[config.mk]
export PLATFORM = sky130hd
export DESIGN_NAME = flash_ctl
export DESIGN_NICKNAME = d
export VERILOG_FILES = /design/src/rtl/fctl_pkg.sv /design/src/rtl/flash_cycle.sv /design/src/rtl/flash_ctl.sv
export SDC_FILE = /design/constraint.sdc
export NUM_CORES = 1
export LEC_CHECK = 0
export BUFFER_PORTS_ARGS = -buffer_cell sky130_fd_sc_hd__clkbuf_2
export CORE_MARGIN = 1.5
export CORE_UTILIZATION = 30
export DETAILED_ROUTE_END_ITERATION = 6
export PLACE_DENSITY = 0.48
export SLEW_MARGIN = 20
export SYNTH_ARGS = -nofsm -noshare
export SYNTH_HDL_FRONTEND = slang
export SYNTH_SLANG_ARGS = --single-unit
[constraint.sdc]
create_clock -name CORE_CLK -period 3.52 [get_ports CORE_CLK]
set_clock_uncertainty 0.15 [all_clocks]
set_input_delay 0.176 -clock CORE_CLK [delete_from_list [all_inputs] [get_ports CORE_CLK]]
set_output_delay 0.176 -clock CORE_CLK [all_outputs]
set_load 0.01 [all_outputs]
[src/rtl/fctl_pkg.sv]
// Contract
// - host writes reset command after failure
// - monitor window flag unless gaps under 50us
// - confirm acceptance before reading window flag
// - check window flag before and after add
// - status reads use a valid operation address
package fctl_pkg;
  // clock and timing
  localparam int CLK_NS = 4;
  localparam int T_STROBE_NS = 150;
  localparam int T_FLOAT_NS = 35;
  localparam int GAP_US = 50;
  localparam int STROBE_CYC = (T_STROBE_NS + CLK_NS - 1) / CLK_NS;
  localparam int FLOAT_CYC = (T_FLOAT_NS + CLK_NS - 1) / CLK_NS;
  localparam int GAP_CYC = GAP_US * 1000 / CLK_NS;
  localparam int GAP_W = 16;
  localparam int CNT_W = 8;
  // flash bus widths and status bit positions
  localparam int FA_W = 20;
  localparam int DQ_W = 16;
  localparam int B_POLL = 7;
  localparam int B_TOG1 = 6;
  localparam int B_TLIM = 5;
  localparam int B_EWIN = 3;
  localparam int B_TOG2 = 2;
  // unlock addresses and command bytes
  localparam logic [FA_W-1:0] UA1 = 20'h00555;
  localparam logic [FA_W-1:0] UA2 = 20'h002AA;
  localparam logic [7:0] C_UNL1 = 8'hAA;
  localparam logic [7:0] C_UNL2 = 8'h55;
  localparam logic [7:0] C_PROG = 8'hA0;
  localparam logic [7:0] C_ERASE = 8'h80;
  localparam logic [7:0] C_CHIP = 8'h10;
  localparam logic [7:0] C_SECT = 8'h30;
  localparam logic [7:0] C_SUSP = 8'hB0;
  localparam logic [7:0] C_RESUME = 8'h30;
  localparam logic [7:0] C_RST = 8'hF0;
  localparam logic [2:0] IDX_TAIL = 3'h5;
  localparam logic [2:0] IDX_PDATA = 3'h3;
  // register map
  localparam int AX_W = 8;
  localparam logic [AX_W-1:0] A_CMD = 8'h00;
  localparam logic [AX_W-1:0] A_ADDR = 8'h04;
  localparam logic [AX_W-1:0] A_WDATA = 8'h08;
  localparam logic [AX_W-1:0] A_RDATA = 8'h0C;
  localparam logic [AX_W-1:0] A_STAT = 8'h10;
  localparam logic [AX_W-1:0] A_IRQ = 8'h14;
  localparam logic [AX_W-1:0] A_MASK = 8'h18;
  localparam logic [AX_W-1:0] A_CFG = 8'h1C;
  localparam logic [1:0] RESP_OKAY = 2'h0;
  localparam logic [1:0] RESP_SLVERR = 2'h2;
  // interrupt status bits
  localparam int IRQ_W = 4;
  localparam int I_DONE = 0;
  localparam int I_FAIL = 1;
  localparam int I_REJ = 2;
  localparam int I_ERUN = 3;
  // status register bits
  localparam int S_BUSY = 0;
  localparam int S_PEND = 1;
  localparam int S_RUN = 2;
  localparam int S_TLIM = 3;
  localparam int S_EWIN = 4;
  localparam int S_RDY = 5;

  typedef enum logic [2:0] {
    OP_READ = 3'b000, OP_PROG = 3'b001, OP_SECT = 3'b010,
    OP_CHIP = 3'b011, OP_SUSP = 3'b100, OP_RESUME = 3'b101,
    OP_RESET = 3'b110, OP_POLL = 3'b111
  } op_e;

  // one command write of a sequence: {last, address, data}
  function automatic logic [FA_W+DQ_W:0] seq_step(op_e op, logic [2:0] i,
    logic [FA_W-1:0] a, logic [DQ_W-1:0] d);
    logic [FA_W-1:0] sa;
    logic [7:0] sd;
    sa = UA1;
    sd = C_CHIP;
    unique case (i)
      3'h0: sd = C_UNL1;
      3'h1: begin sa = UA2; sd = C_UNL2; end
      3'h2: sd = (op == OP_PROG) ? C_PROG : C_ERASE;
      3'h3: sd = C_UNL1;
      3'h4: begin sa = UA2; sd = C_UNL2; end
      default: if (op == OP_SECT)
      begin
        sa = a;
        sd = C_SECT;
      end
    endcase
    if (op == OP_PROG && i == IDX_PDATA)
      return {1'b1, a, d};
    if (op == OP_SUSP || op == OP_RESUME || op == OP_RESET)
      return {1'b1, a, DQ_W'(op == OP_SUSP ? C_SUSP :
        op == OP_RESUME ? C_RESUME : C_RST)};
    return {i == IDX_TAIL, sa, DQ_W'(sd)};
  endfunction

  // byte-lane merge for register writes
  function automatic logic [31:0] merge(logic [31:0] o, logic [31:0] v,
    logic [3:0] s);
    logic [31:0] m;
    m = o;
    for (int b = 0; b < 4; b++)
      if (s[b])
        m[b*8 +: 8] = v[b*8 +: 8];
    return m;
  endfunction
endpackage

[src/rtl/flash_cycle.sv]
`timescale 1ns/1ps
`default_nettype none
module flash_cycle
  import fctl_pkg::*;
#(
  parameter int STROBE = STROBE_CYC,
  parameter int FLOAT = FLOAT_CYC
)
(
  input wire logic clk,
  input wire logic rst_n,
  input wire logic start,
  input wire logic wr,
  input wire logic [FA_W-1:0] addr,
  input wire logic [DQ_W-1:0] wdata,
  input wire logic [DQ_W-1:0] dq_in,
  output logic done,
  output logic [DQ_W-1:0] rdata,
  output logic [FA_W-1:0] fa,
  output logic [DQ_W-1:0] dq_out,
  output logic dq_oe,
  output logic ce_n,
  output logic oe_n,
  output logic we_n
);
  typedef enum logic [1:0] {
    C_IDLE = 2'b00, C_SETUP = 2'b01, C_STROBE = 2'b10, C_FLOAT = 2'b11
  } cyc_e;
  typedef struct packed {
    cyc_e st;
    logic [CNT_W-1:0] cnt;
    logic wr;
    logic done;
    logic [DQ_W-1:0] rdata;
    logic [FA_W-1:0] fa;
    logic [DQ_W-1:0] dq_out;
    logic dq_oe;
    logic ce_n;
    logic oe_n;
    logic we_n;
  } cyc_s;
  cyc_s r, n;

  //////////////////////////////////////////////////////////////////////
  // one async bus cycle: setup, strobe, float before the next
  always_comb
  begin
    n = r;
    n.done = 1'b0;
    unique case (r.st)
      C_IDLE: if (start)
      begin
        n.st = C_SETUP;
        n.wr = wr;
        n.fa = addr;
        n.dq_out = wdata;
        n.dq_oe = wr;
        n.ce_n = 1'b0;
      end
      C_SETUP:
      begin
        n.st = C_STROBE;
        n.cnt = CNT_W'(STROBE - 1);
        n.oe_n = r.wr;
        n.we_n = ~r.wr;
      end
      C_STROBE: if (r.cnt == '0)
      begin
        // sample at the very end of the strobe, data settled by then
        if (!r.wr)
          n.rdata = dq_in;
        n.st = C_FLOAT;
        n.cnt = CNT_W'(FLOAT - 1);
        n.oe_n = 1'b1;
        n.we_n = 1'b1;
        n.ce_n = 1'b1;
      end
      else
        n.cnt = r.cnt - 1'b1;
      C_FLOAT: if (r.cnt == '0)
      begin
        // data held past the write strobe to keep hold time
        n.st = C_IDLE;
        n.dq_oe = 1'b0;
        n.done = 1'b1;
      end
      else
        n.cnt = r.cnt - 1'b1;
    endcase
  end

  // state register
  always_ff @(posedge clk)
  begin
    if (!rst_n)
      r <= '{st: C_IDLE, ce_n: 1'b1, oe_n: 1'b1, we_n: 1'b1, default: '0};
    else
      r <= n;
  end

  assign done = r.done;
  assign rdata = r.rdata;
  assign fa = r.fa;
  assign dq_out = r.dq_out;
  assign dq_oe = r.dq_oe;
  assign ce_n = r.ce_n;
  assign oe_n = r.oe_n;
  assign we_n = r.we_n;
endmodule // flash_cycle
`default_nettype wire

[src/rtl/flash_ctl.sv]
// The implementer's own choices: the AXI4-Lite slave port and the placing of the registers.
`timescale 1ns/1ps
`default_nettype none
module flash_ctl
  import fctl_pkg::*;
#(
  parameter int GAP_CYCLES = GAP_CYC,
  parameter int STROBE = STROBE_CYC,
  parameter int FLOAT = FLOAT_CYC
)
(
  input wire logic CORE_CLK,
  input wire logic RESET_N,
  input wire logic [AX_W-1:0] S_AXI_AWADDR,
  input wire logic S_AXI_AWVALID,
  output logic S_AXI_AWREADY,
  input wire logic [31:0] S_AXI_WDATA,
  input wire logic [3:0] S_AXI_WSTRB,
  input wire logic S_AXI_WVALID,
  output logic S_AXI_WREADY,
  output logic [1:0] S_AXI_BRESP,
  output logic S_AXI_BVALID,
  input wire logic S_AXI_BREADY,
  input wire logic [AX_W-1:0] S_AXI_ARADDR,
  input wire logic S_AXI_ARVALID,
  output logic S_AXI_ARREADY,
  output logic [31:0] S_AXI_RDATA,
  output logic [1:0] S_AXI_RRESP,
  output logic S_AXI_RVALID,
  input wire logic S_AXI_RREADY,
  output logic IRQ,
  output logic [FA_W-1:0] FLASH_ADDR,
  input wire logic [DQ_W-1:0] FLASH_DQ_IN,
  output logic [DQ_W-1:0] FLASH_DQ_OUT,
  output logic FLASH_DQ_OE,
  output logic FLASH_CE_N,
  output logic FLASH_OE_N,
  output logic FLASH_WE_N,
  input wire logic READY_BUSY_N
);
  typedef enum logic [2:0] {
    ST_IDLE = 3'b000, ST_SEQ = 3'b001, ST_PRE = 3'b010, ST_TOG_A = 3'b011,
    ST_TOG_B = 3'b100, ST_FLAG = 3'b101, ST_RD = 3'b110, ST_FIN = 3'b111
  } st_e;
  typedef struct packed {
    st_e st;
    op_e op;
    logic [2:0] idx;
    logic add;
    logic recheck;
    logic tog;
    logic fail;
    logic [FA_W-1:0] addr;
    logic [DQ_W-1:0] wdata;
    logic [DQ_W-1:0] rdata;
    logic erase_pend;
    logic erase_run;
    logic tlim;
    logic ewin;
    logic skip_cfg;
    logic [GAP_W-1:0] gap;
    logic [IRQ_W-1:0] irq_stat;
    logic [IRQ_W-1:0] irq_mask;
    logic irq;
    logic aw_got;
    logic w_got;
    logic [AX_W-1:0] awaddr;
    logic [31:0] wdat;
    logic [3:0] wstrb;
    logic awready;
    logic wready;
    logic bvalid;
    logic [1:0] bresp;
    logic arready;
    logic rvalid;
    logic [31:0] rdat;
    logic [1:0] rresp;
    logic cstart;
    logic cwr;
    logic [FA_W-1:0] caddr;
    logic [DQ_W-1:0] cdata;
  } ctl_s;
  ctl_s r, n;
  logic cyc_done;
  logic [DQ_W-1:0] cyc_rdata;
  logic [IRQ_W-1:0] set;
  logic go_rd, go_wr, cmd_go, skip_ok, tog_diff;
  logic [FA_W+DQ_W:0] stp;
  logic [FA_W+DQ_W:0] cur;

  // pin engine, all pin outputs come from its flops
  flash_cycle #(.STROBE(STROBE), .FLOAT(FLOAT)) flash_cycle_i (
    .clk(CORE_CLK),
    .rst_n(RESET_N),
    .start(r.cstart),
    .wr(r.cwr),
    .addr(r.caddr),
    .wdata(r.cdata),
    .dq_in(FLASH_DQ_IN),
    .done(cyc_done),
    .rdata(cyc_rdata),
    .fa(FLASH_ADDR),
    .dq_out(FLASH_DQ_OUT),
    .dq_oe(FLASH_DQ_OE),
    .ce_n(FLASH_CE_N),
    .oe_n(FLASH_OE_N),
    .we_n(FLASH_WE_N)
  );

  assign skip_ok = r.skip_cfg && r.gap < GAP_W'(GAP_CYCLES);
  assign tog_diff = cyc_rdata[B_TOG1] != r.tog;
  // write now on the pins; its top bit marks the end of a sequence
  assign cur = seq_step(r.op, r.idx, r.addr, r.wdata);
  assign cmd_go = r.aw_got && r.w_got && !r.bvalid && r.awaddr == A_CMD &&
    r.wstrb[0];

  //////////////////////////////////////////////////////////////////////
  // sequencer, register slave and interrupt logic
  always_comb
  begin
    n = r;
    set = '0;
    go_rd = 1'b0;
    go_wr = 1'b0;
    n.cstart = 1'b0;
    // gap since the last sector command, saturating
    if (r.gap < GAP_W'(GAP_CYCLES))
      n.gap = r.gap + 1'b1;
    if (cyc_done)
      n.rdata = cyc_rdata;
    unique case (r.st)
      ST_IDLE: if (cmd_go)
      begin
        n.op = op_e'(r.wdat[2:0]);
        n.idx = '0;
        n.add = 1'b0;
        n.recheck = 1'b0;
        n.fail = 1'b0;
        if (n.op == OP_READ)
        begin
          n.st = ST_RD;
          go_rd = 1'b1;
        end
        else if (n.op == OP_POLL)
        begin
          n.st = ST_TOG_A;
          go_rd = 1'b1;
        end
        else if (n.op == OP_SECT && r.erase_run)
          set[I_REJ] = 1'b1;
        else if (n.op == OP_SECT && r.erase_pend)
        begin
          // window still open: add a sector with one tail write
          n.add = 1'b1;
          n.idx = IDX_TAIL;
          n.st = skip_ok ? ST_SEQ : ST_PRE;
          go_wr = skip_ok;
          go_rd = !skip_ok;
        end
        else
        begin
          n.st = ST_SEQ;
          go_wr = 1'b1;
        end
      end
      ST_SEQ: if (cyc_done)
      begin
        if (!cur[FA_W+DQ_W])
        begin
          n.idx = r.idx + 3'h1;
          go_wr = 1'b1;
        end
        else if (r.op == OP_SECT)
        begin
          n.gap = '0;
          n.st = r.add ? ST_FLAG : ST_TOG_A;
          go_rd = 1'b1;
        end
        else if (r.op == OP_PROG || r.op == OP_CHIP)
        begin
          n.st = ST_TOG_A;
          go_rd = 1'b1;
        end
        else
        begin
          if (r.op == OP_RESET)
          begin
            n.erase_pend = 1'b0;
            n.erase_run = 1'b0;
            set[I_FAIL] = r.fail;
          end
          n.st = ST_FIN;
        end
      end
      ST_PRE: if (cyc_done)
      begin
        n.ewin = cyc_rdata[B_EWIN];
        if (cyc_rdata[B_EWIN])
        begin
          // erase already under way, the add would be ignored
          set[I_REJ] = 1'b1;
          n.erase_pend = 1'b0;
          n.erase_run = 1'b1;
          n.st = ST_FIN;
        end
        else
        begin
          n.st = ST_SEQ;
          go_wr = 1'b1;
        end
      end
      ST_TOG_A: if (cyc_done)
      begin
        n.tog = cyc_rdata[B_TOG1];
        n.st = ST_TOG_B;
        go_rd = 1'b1;
      end
      ST_TOG_B: if (cyc_done)
      begin
        // only a toggling read carries the flag, once done the bit is data
        n.tlim = tog_diff && cyc_rdata[B_TLIM];
        if (r.op == OP_SECT)
        begin
          // acceptance shown by toggling, only then the flag is valid
          n.st = tog_diff ? ST_FLAG : ST_FIN;
          go_rd = tog_diff;
        end
        else if (!tog_diff)
        begin
          n.st = ST_FIN;
          if (r.op == OP_POLL)
          begin
            n.erase_pend = 1'b0;
            n.erase_run = 1'b0;
          end
        end
        else if (r.recheck)
        begin
          // still toggling with the limit flag up: failed, reset device
          n.fail = 1'b1;
          n.op = OP_RESET;
          n.idx = '0;
          n.st = ST_SEQ;
          go_wr = 1'b1;
        end
        else
        begin
          n.recheck = cyc_rdata[B_TLIM];
          n.st = ST_TOG_A;
          go_rd = 1'b1;
        end
      end
      ST_FLAG: if (cyc_done)
      begin
        n.ewin = cyc_rdata[B_EWIN];
        n.erase_run = cyc_rdata[B_EWIN];
        n.erase_pend = !cyc_rdata[B_EWIN];
        set[I_ERUN] = cyc_rdata[B_EWIN];
        set[I_REJ] = r.add && cyc_rdata[B_EWIN];
        n.st = ST_FIN;
      end
      ST_RD: if (cyc_done)
        n.st = ST_FIN;
      ST_FIN:
      begin
        set[I_DONE] = 1'b1;
        n.st = ST_IDLE;
      end
    endcase
    // launch a bus cycle; status reads always use the operation address
    stp = seq_step(n.op, n.idx, n.addr, n.wdata);
    if (go_rd || go_wr)
    begin
      n.cstart = 1'b1;
      n.cwr = go_wr;
      n.caddr = go_wr ? stp[FA_W+DQ_W-1:DQ_W] : n.addr;
      n.cdata = stp[DQ_W-1:0];
    end
    // write channel: address and data taken in either order
    if (r.bvalid && S_AXI_BREADY)
      n.bvalid = 1'b0;
    if (r.aw_got && r.w_got && !r.bvalid)
    begin
      n.aw_got = 1'b0;
      n.w_got = 1'b0;
      n.bvalid = 1'b1;
      n.bresp = RESP_OKAY;
      unique case (r.awaddr)
        A_CMD: if (r.st != ST_IDLE && r.wstrb[0])
          set[I_REJ] = 1'b1;
        A_ADDR: n.addr = FA_W'(merge(32'(r.addr), r.wdat, r.wstrb));
        A_WDATA: n.wdata = DQ_W'(merge(32'(r.wdata), r.wdat, r.wstrb));
        A_IRQ: if (r.wstrb[0])
          n.irq_stat = r.irq_stat & ~r.wdat[IRQ_W-1:0];
        A_MASK: if (r.wstrb[0])
          n.irq_mask = r.wdat[IRQ_W-1:0];
        A_CFG: if (r.wstrb[0])
          n.skip_cfg = r.wdat[0];
        A_RDATA, A_STAT: ;
        default: n.bresp = RESP_SLVERR;
      endcase
    end
    if (r.awready && S_AXI_AWVALID)
    begin
      n.aw_got = 1'b1;
      n.awaddr = S_AXI_AWADDR;
    end
    if (r.wready && S_AXI_WVALID)
    begin
      n.w_got = 1'b1;
      n.wdat = S_AXI_WDATA;
      n.wstrb = S_AXI_WSTRB;
    end
    n.awready = !n.aw_got && !n.bvalid;
    n.wready = !n.w_got && !n.bvalid;
    // read channel, answered on the same edge that takes the address
    if (r.rvalid && S_AXI_RREADY)
      n.rvalid = 1'b0;
    if (r.arready && S_AXI_ARVALID)
    begin
      n.rvalid = 1'b1;
      n.rresp = RESP_OKAY;
      n.rdat = '0;
      unique case (S_AXI_ARADDR)
        A_CMD: n.rdat = 32'(r.op);
        A_ADDR: n.rdat = 32'(r.addr);
        A_WDATA: n.rdat = 32'(r.wdata);
        A_RDATA: n.rdat = 32'(r.rdata);
        A_STAT:
        begin
          n.rdat[S_BUSY] = r.st != ST_IDLE;
          n.rdat[S_PEND] = r.erase_pend;
          n.rdat[S_RUN] = r.erase_run;
          n.rdat[S_TLIM] = r.tlim;
          n.rdat[S_EWIN] = r.ewin;
          n.rdat[S_RDY] = READY_BUSY_N;
        end
        A_IRQ: n.rdat = 32'(r.irq_stat);
        A_MASK: n.rdat = 32'(r.irq_mask);
        A_CFG: n.rdat = 32'(r.skip_cfg);
        default: n.rresp = RESP_SLVERR;
      endcase
    end
    n.arready = !n.rvalid;
    // new events win over a clear in the same cycle
    n.irq_stat = n.irq_stat | set;
    n.irq = |(n.irq_stat & n.irq_mask);
  end

  // state register
  always_ff @(posedge CORE_CLK)
  begin
    if (!RESET_N)
      r <= '{st: ST_IDLE, op: OP_READ, gap: GAP_W'(GAP_CYCLES), default: '0};
    else
      r <= n;
  end

  assign S_AXI_AWREADY = r.awready;
  assign S_AXI_WREADY = r.wready;
  assign S_AXI_BRESP = r.bresp;
  assign S_AXI_BVALID = r.bvalid;
  assign S_AXI_ARREADY = r.arready;
  assign S_AXI_RDATA = r.rdat;
  assign S_AXI_RRESP = r.rresp;
  assign S_AXI_RVALID = r.rvalid;
  assign IRQ = r.irq;
endmodule // flash_ctl
`default_nettype wire

==> flow_summary.toml, run 1 <==
[worst_setup_path]
path_common_cell = "a221o_1"
setup.worst_path.start_class = "flop"
slowest_stage = "and4_1"
r2r-start = "r[122]$_SDFFE_PN0P_"
end_kind = "flop"
crit_end = "r[20]$_SDFFE_PN0P_"
worstPathRequired_ns = 3.80
crit_buf_inv = 0
worst-path-stages = 8
r2r_end = "r[20]$_SDFFE_PN0P_"
rrSetupSlack_ns = 0.15
cp_cell_sequence = "nor4_1, and4_1, o221ai_2, a221o_1, o41ai_2, a21boi_2, and3_1, a221o_1"
critical_path.max_stage_delay_ns = 0.51
rr_worst_depth = 8
critPathArrivalTime_ns = 3.65
cp_top_family = "compound AO/OA/AOI/OAI gates"
path_class = "flop to flop"
crit_path_max_fanout = 6
critPathLaunch = "r[122]$_SDFFE_PN0P_"

[pwr]
power.density_mw_per_mm2 = 544
ir_drop_uv = 288
leakage_nw = 5.67
fin_total_pwr_w = 0.00766

[logic_synthesis]
async_flop_share_pct = 0
yosysUniqueCellTypes = 77
synthesis.area_mm2 = 0.0115
yosys_warnings = 0
syn_inst = 1358
avgSynthCellArea_um2 = 8.44
ys_seq_area_share_pct = 45.6
synth_seq_cells = 261
synth_flop_cell = "dfxtp_1"
synth_edf_count = 0

[detailed_routing]
wirelength_mm = 35.3
drc = 0
drtIter0Drc = 688
drt-vias-per-instance = 4.87
wire_per_inst_um = 17.4
drtPass1Iterations = 5
ant_nets = 0
num_vias = 9883

[clock_network]
cts_root_buf = "clkbuf_16"
cts_sinks = 261
htree_levels = 1
clock_latency_ns = 0.56
cts_setup_buffers = 0
numCtsBuffers = 30
clk_path_buf_depth = 3
clk_pin_slew_ns = 0.06
tritoncts = "built"

[hold_path]
min_path_type = "input pin to flop"

[sta]
hold_slack_ns = 0.0145
worst_slew_pin_slew_ns = 1.08
rsz0062_at_grt = "no"
slew_viol_final = 0
tns_ns = 0
maxSlewHeadroom_pct = 27.7
setup_viol = 0
min_period_ns = 3.37
hold_violations = 0
final.period_utilization_pct = 95.8
max_freq_mhz = 296

[cells_and_area]
regArea_mm2 = 0.00523
postLayoutCellArea_mm2 = 0.0141
syn_to_final_growth_pct = 22.8
drive_above_1_share_pct = 17.5
fin_nets = 1580
fillers = 3956
n_antenna_cell = 0
multi_input_area_mm2 = 0.00534

[place]
gp_congestion = 0.849
placed_cell_area_mm2 = 0.0123
dp_hpwl_mm = 25.0
io_buffers = 130

[die]
ios = 158
design.die.area_mm2 = 0.0394
fp.dieH_um = 198
fp.coreArea_mm2 = 0.0377
chipWidth_um = 198
start_util_pct = 30.4
row_count = 71

[global_routing]
grt_max_degree = 191
grt_overflow = 0
grt_pass1_vias = 9544
grt_pass1_wl_mm = 55.1
grt_use_total_pct = 17.9
grt_antenna_before_repair = 0

[status]
status = "complete, no violations"

[flow_run]
maxCapViolCount = 0
==> kinds of logic after synthesis <==
family / count (synthesis) / share of synthesized area (%)
simple gates: 516 / 20.0
compound gates: 298 / 16.9
flops: 261 / 45.6
buf+inv: 181 / 8.49
mux: 77 / 6.86
xor+xnor: 15 / 1.15
fa+ha+maj: 9 / 0.982
other cells: 1 / 0.0327
==> how the worst min path moves through the flow <==
stage,from,to,slack [ns],cells past startpoint
after floorplan,S_AXI_WSTRB[0],r[79]$_SDFFE_PN0P_,0.16,2
after CTS,RESET_N,flash_cycle_i.we_n$_SDFFE_PN1P_,0.02,3
final,RESET_N,r[7]$_SDFFE_PN0P_,0.01,5
after detailed placement,FLASH_DQ_IN[2],flash_cycle_i.rdata[2]$_SDFFE_PN0P_,0.26,3
after global routing,RESET_N,r[7]$_SDFFE_PN0P_,0.04,5
after global placement,FLASH_DQ_IN[5],flash_cycle_i.rdata[5]$_SDFFE_PN0P_,0.26,3
==> tightest hold or removal path: stages <==
cell	delay (ns)
clkbuf_2	0.15
inv_6	0.09
nor2_2	0.10
nand2_1	0.08
o31ai_1	0.06
==> area by class of cell <==
class                           instances  share of cell area [%]
Sequential cell                       261                    37.1
Clock inverter                         11                    1.16
Tap cell                              511                    4.54
Clock buffer                           43                    6.40
Inverter                               28                   0.782
Timing Repair Buffer                  245                    12.1
Multi-Input combinational cell        929                    37.9
==> repair_timing <==
item | CTS | global route
gates resized for setup | 0 | 3
endpoints found under the setup margin | 0 | 19
hold buffers | 66 | 0
endpoints found under the hold margin | 52 | 0
==> synth_stat cells, drive strengths merged, types with 3 or more instances <==
| cell type | instances | area [um2] |
|---|---|---|
| a211o | 5 | 43.8 |
| a211oi | 3 | 22.5 |
| a21boi | 3 | 30.0 |
| a21oi | 136 | 684 |
| a221o | 8 | 80.1 |
| a221oi | 17 | 161 |
| a22o | 18 | 158 |
| a22oi | 12 | 90.1 |
| a2bb2oi | 3 | 26.3 |
| a31oi | 12 | 75.1 |
| a41oi | 3 | 26.3 |
| and2 | 19 | 119 |
| and3 | 11 | 68.8 |
| and4 | 3 | 26.3 |
| buf | 89 | 627 |
| clkbuf | 64 | 241 |
| dfxtp | 261 | 5230 |
| ha | 9 | 113 |
| inv | 28 | 105 |
| mux2 | 13 | 146 |
| mux2i | 64 | 641 |
| nand2 | 226 | 851 |
| nand2b | 6 | 37.5 |
| nand3 | 21 | 105 |
| nand3b | 3 | 22.5 |
| nand4 | 6 | 37.5 |
| nor2 | 149 | 559 |
| nor2b | 7 | 43.8 |
| nor3 | 31 | 155 |
| nor3b | 7 | 52.6 |
| nor4 | 10 | 83.8 |
| o211ai | 4 | 30.0 |
| o21a | 3 | 22.5 |
| o21ai | 40 | 200 |
| o22ai | 4 | 25.0 |
| o31ai | 3 | 22.5 |
| or2 | 3 | 18.8 |
| or3 | 5 | 31.3 |
| or4 | 5 | 41.3 |
| xnor2 | 10 | 87.6 |
| xor2 | 5 | 43.8 |
==> metal layers <==
metal	wire length (um)	up-vias	share of wire [%]	track usage, %
met2	14900	237	42	27.1
met5	0	-	0	0
li1	-	4908	-	-
met4	966	0	2.7	5.53
met1	17700	4690	50	26.1
met3	1760	48	5.0	2.63
==> layout by cell type, fill, tap and decap left out, drive strengths merged, types with 31 or more instances in the layout <==
cell	instances
a21oi	136
buf	49
nor3	31
nand2	226
clkbuf	173
dfxtp	261
mux2i	64
nor2	149
o21ai	40
dlygate4sd3	66
==> flip-flops by register name, indices dropped and copies added, names as in the netlist, 11 cells and up <==
| signal | flops |
|---|---|
| r | 165 |
| flash_cycle_i.rdata | 16 |
| flash_cycle_i.dq_out | 16 |
| S_AXI_RDATA | 20 |
| flash_cycle_i.fa | 20 |
| flash_cycle_i.r | 11 |
==> per-stage QoR <==
stage	setup slack (ns)	std cells	utilization, %
floorplan	0.494	1371	-
CTS	0.169	2028	37.3
global route	0.0133	2028	37.4
finish	0.146	2028	37.4
global placement	0.223	1908	32.8
detailed placement	0.182	1908	32.8
==> where the power goes <==
group          internal, W  switching [W]
logic             0.000455       0.000713
registers          0.00305       0.000116
clock network      0.00206        0.00126
total              0.00557        0.00209
Power figures use the tool's default switching activity.
==> inputs of run 2 (changes only) <==
HOLD_SLACK_MARGIN = 0.12   (was default)
==> run 2 against run 1 <==
- combinational power about the same
- sequential power about the same
- maximum frequency decreased by 0.26%
- first-iteration DRC count increased by 0.15%
- wire length about the same
- total power about the same
- design area increased by 0.21%
- largest power group unchanged
==> flow_summary.toml, run 2 (synthesis gave the netlist of run 1 again) <==
[status]
status = "complete, no violations"

[detailed_routing]
drc = 0
wirelength_mm = 35.3
drtPass1Iterations = 5
drtIter0Drc = 689
drt-vias-per-instance = 4.88
wire_per_inst_um = 17.4
ant_nets = 0
num_vias = 9911

[sta]
max_freq_mhz = 296
final.period_utilization_pct = 96.1
setup_viol = 0
fin_ws_ns = 0.138
tns_ns = 0
min_period_ns = 3.38
worst_slew_pin_slew_ns = 1.06
hold_slack_ns = 0.210
maxSlewHeadroom_pct = 29.2
slew_viol_final = 0
hold_violations = 0
rsz0062_at_grt = "no"

[global_routing]
grt_antenna_before_repair = 0
grt_max_degree = 191
grt_overflow = 0
grt_pass1_wl_mm = 55.0
grt_use_total_pct = 17.9
grt_pass1_vias = 9521

[cells_and_area]
drive_above_1_share_pct = 17.4
regArea_mm2 = 0.00523
layout_common_cells = "dfxtp_1 (261), nand2_1 (225), nor2_1 (148)"
largest_reg_flops = 165
fillers = 3949
final_common_cell = "dfxtp_1"
fin_nets = 1583
syn_to_final_growth_pct = 23.1
fin_util_pct = 37.5
largest_register = "r"
n_antenna_cell = 0
multi_input_area_mm2 = 0.00534

[clock_network]
cts_setup_buffers = 0
cts_root_buf = "clkbuf_16"
htree_levels = 1
tritoncts = "built"
clk_path_buf_depth = 3
clk_pin_slew_ns = 0.06
cts_sinks = 261
numCtsBuffers = 30
clock_latency_ns = 0.56

[worst_setup_path]
end_kind = "flop"
worstPathRequired_ns = 3.80
path_common_cell = "a221o_1"
path_class = "flop to flop"
critical_path.max_stage_delay_ns = 0.51
cp_cell_sequence = "nor4_1, and4_1, o221ai_2, a221o_1, o41ai_2, a21boi_2, and3_1, a221o_1"
slowest_stage = "and4_1"
setup.worst_path.start_class = "flop"
critPathArrivalTime_ns = 3.66
crit_path_max_fanout = 6

[die]
fp.dieH_um = 198
design.die.area_mm2 = 0.0394
fp.coreArea_mm2 = 0.0377
row_count = 71
chipWidth_um = 198
ios = 158
start_util_pct = 30.4

[place]
pre_cts_ws_ns = 0.182
io_buffers = 130
dp_hpwl_mm = 25.0
gp_congestion = 0.849

[pwr]
ir_drop_uv = 287
power.density_mw_per_mm2 = 543
leakage_nw = 5.68
fin_total_pwr_w = 0.00766

[flow_run]
maxCapViolCount = 0

[hold_path]
min_path_type = "input pin to flop"
## run 2: critical path, delay by kind of cell, from the launching register on
kind | cells | cell delay (ns)
compound gates | 5 | 1.53
simple gates | 3 | 1.23
flops | 1 | 0.33
## run 2: cell type report
| type | instances | share of cell area, % |
|---|---|---|
| clock buffer | 43 | 6.38 |
| clock inverter | 11 | 1.15 |
| inverter | 28 | 0.780 |
| multi-input combinational | 929 | 37.8 |
| sequential | 261 | 37.0 |
| tap | 511 | 4.53 |
| timing repair buffer | 248 | 12.3 |
## run 2: power by group
part | switching (W) | total [W] | internal (W) | leakage, nW
clock network | 0.00126 | 0.00332 | 0.00206 | 0.529
logic | 0.000715 | 0.00117 | 0.000457 | 3.05
registers | 0.000116 | 0.00317 | 0.00305 | 2.11
## run 2: path summary, 6_finish.rpt
kind                                   to           startpoint  cells after the start  slack (ns)
max                    r[20]$_SDFFE_PN0P_  r[122]$_SDFFE_PN0P_                      8        0.14
min          S_AXI_RDATA[16]$_SDFFE_PN0P_      S_AXI_ARADDR[6]                      6        0.21
max reg2reg            r[20]$_SDFFE_PN0P_  r[122]$_SDFFE_PN0P_                      8        0.14
min reg2reg             r[149]$_SDFF_PN0_    r[149]$_SDFF_PN0_                      2        0.30
## run 2: timing repair
action                                  CTS  global route
resized for setup                         0             3
endpoints found under the hold margin    75             0
endpoints found under the setup margin    0            19
hold buffers                             69             0
## run 2: metal layers
metal / share of wire (%) / wire, um / global-route usage (%) / vias to the layer above
li1: - / - / - / 4911
met2: 42 / 14900 / 27.0 / 259
met3: 5.1 / 1800 / 2.53 / 48
met5: 0 / 0 / 0 / -
met4: 2.7 / 969 / 5.50 / 0
met1: 50 / 17700 / 26.1 / 4693
## run 2: metrics by stage
step	instances	area [um2]
final	2031	14100
after global routing	2031	14100
after CTS	2031	14100
after detailed placement	1908	12300
after global placement	1908	12300
after floorplan	1371	11500
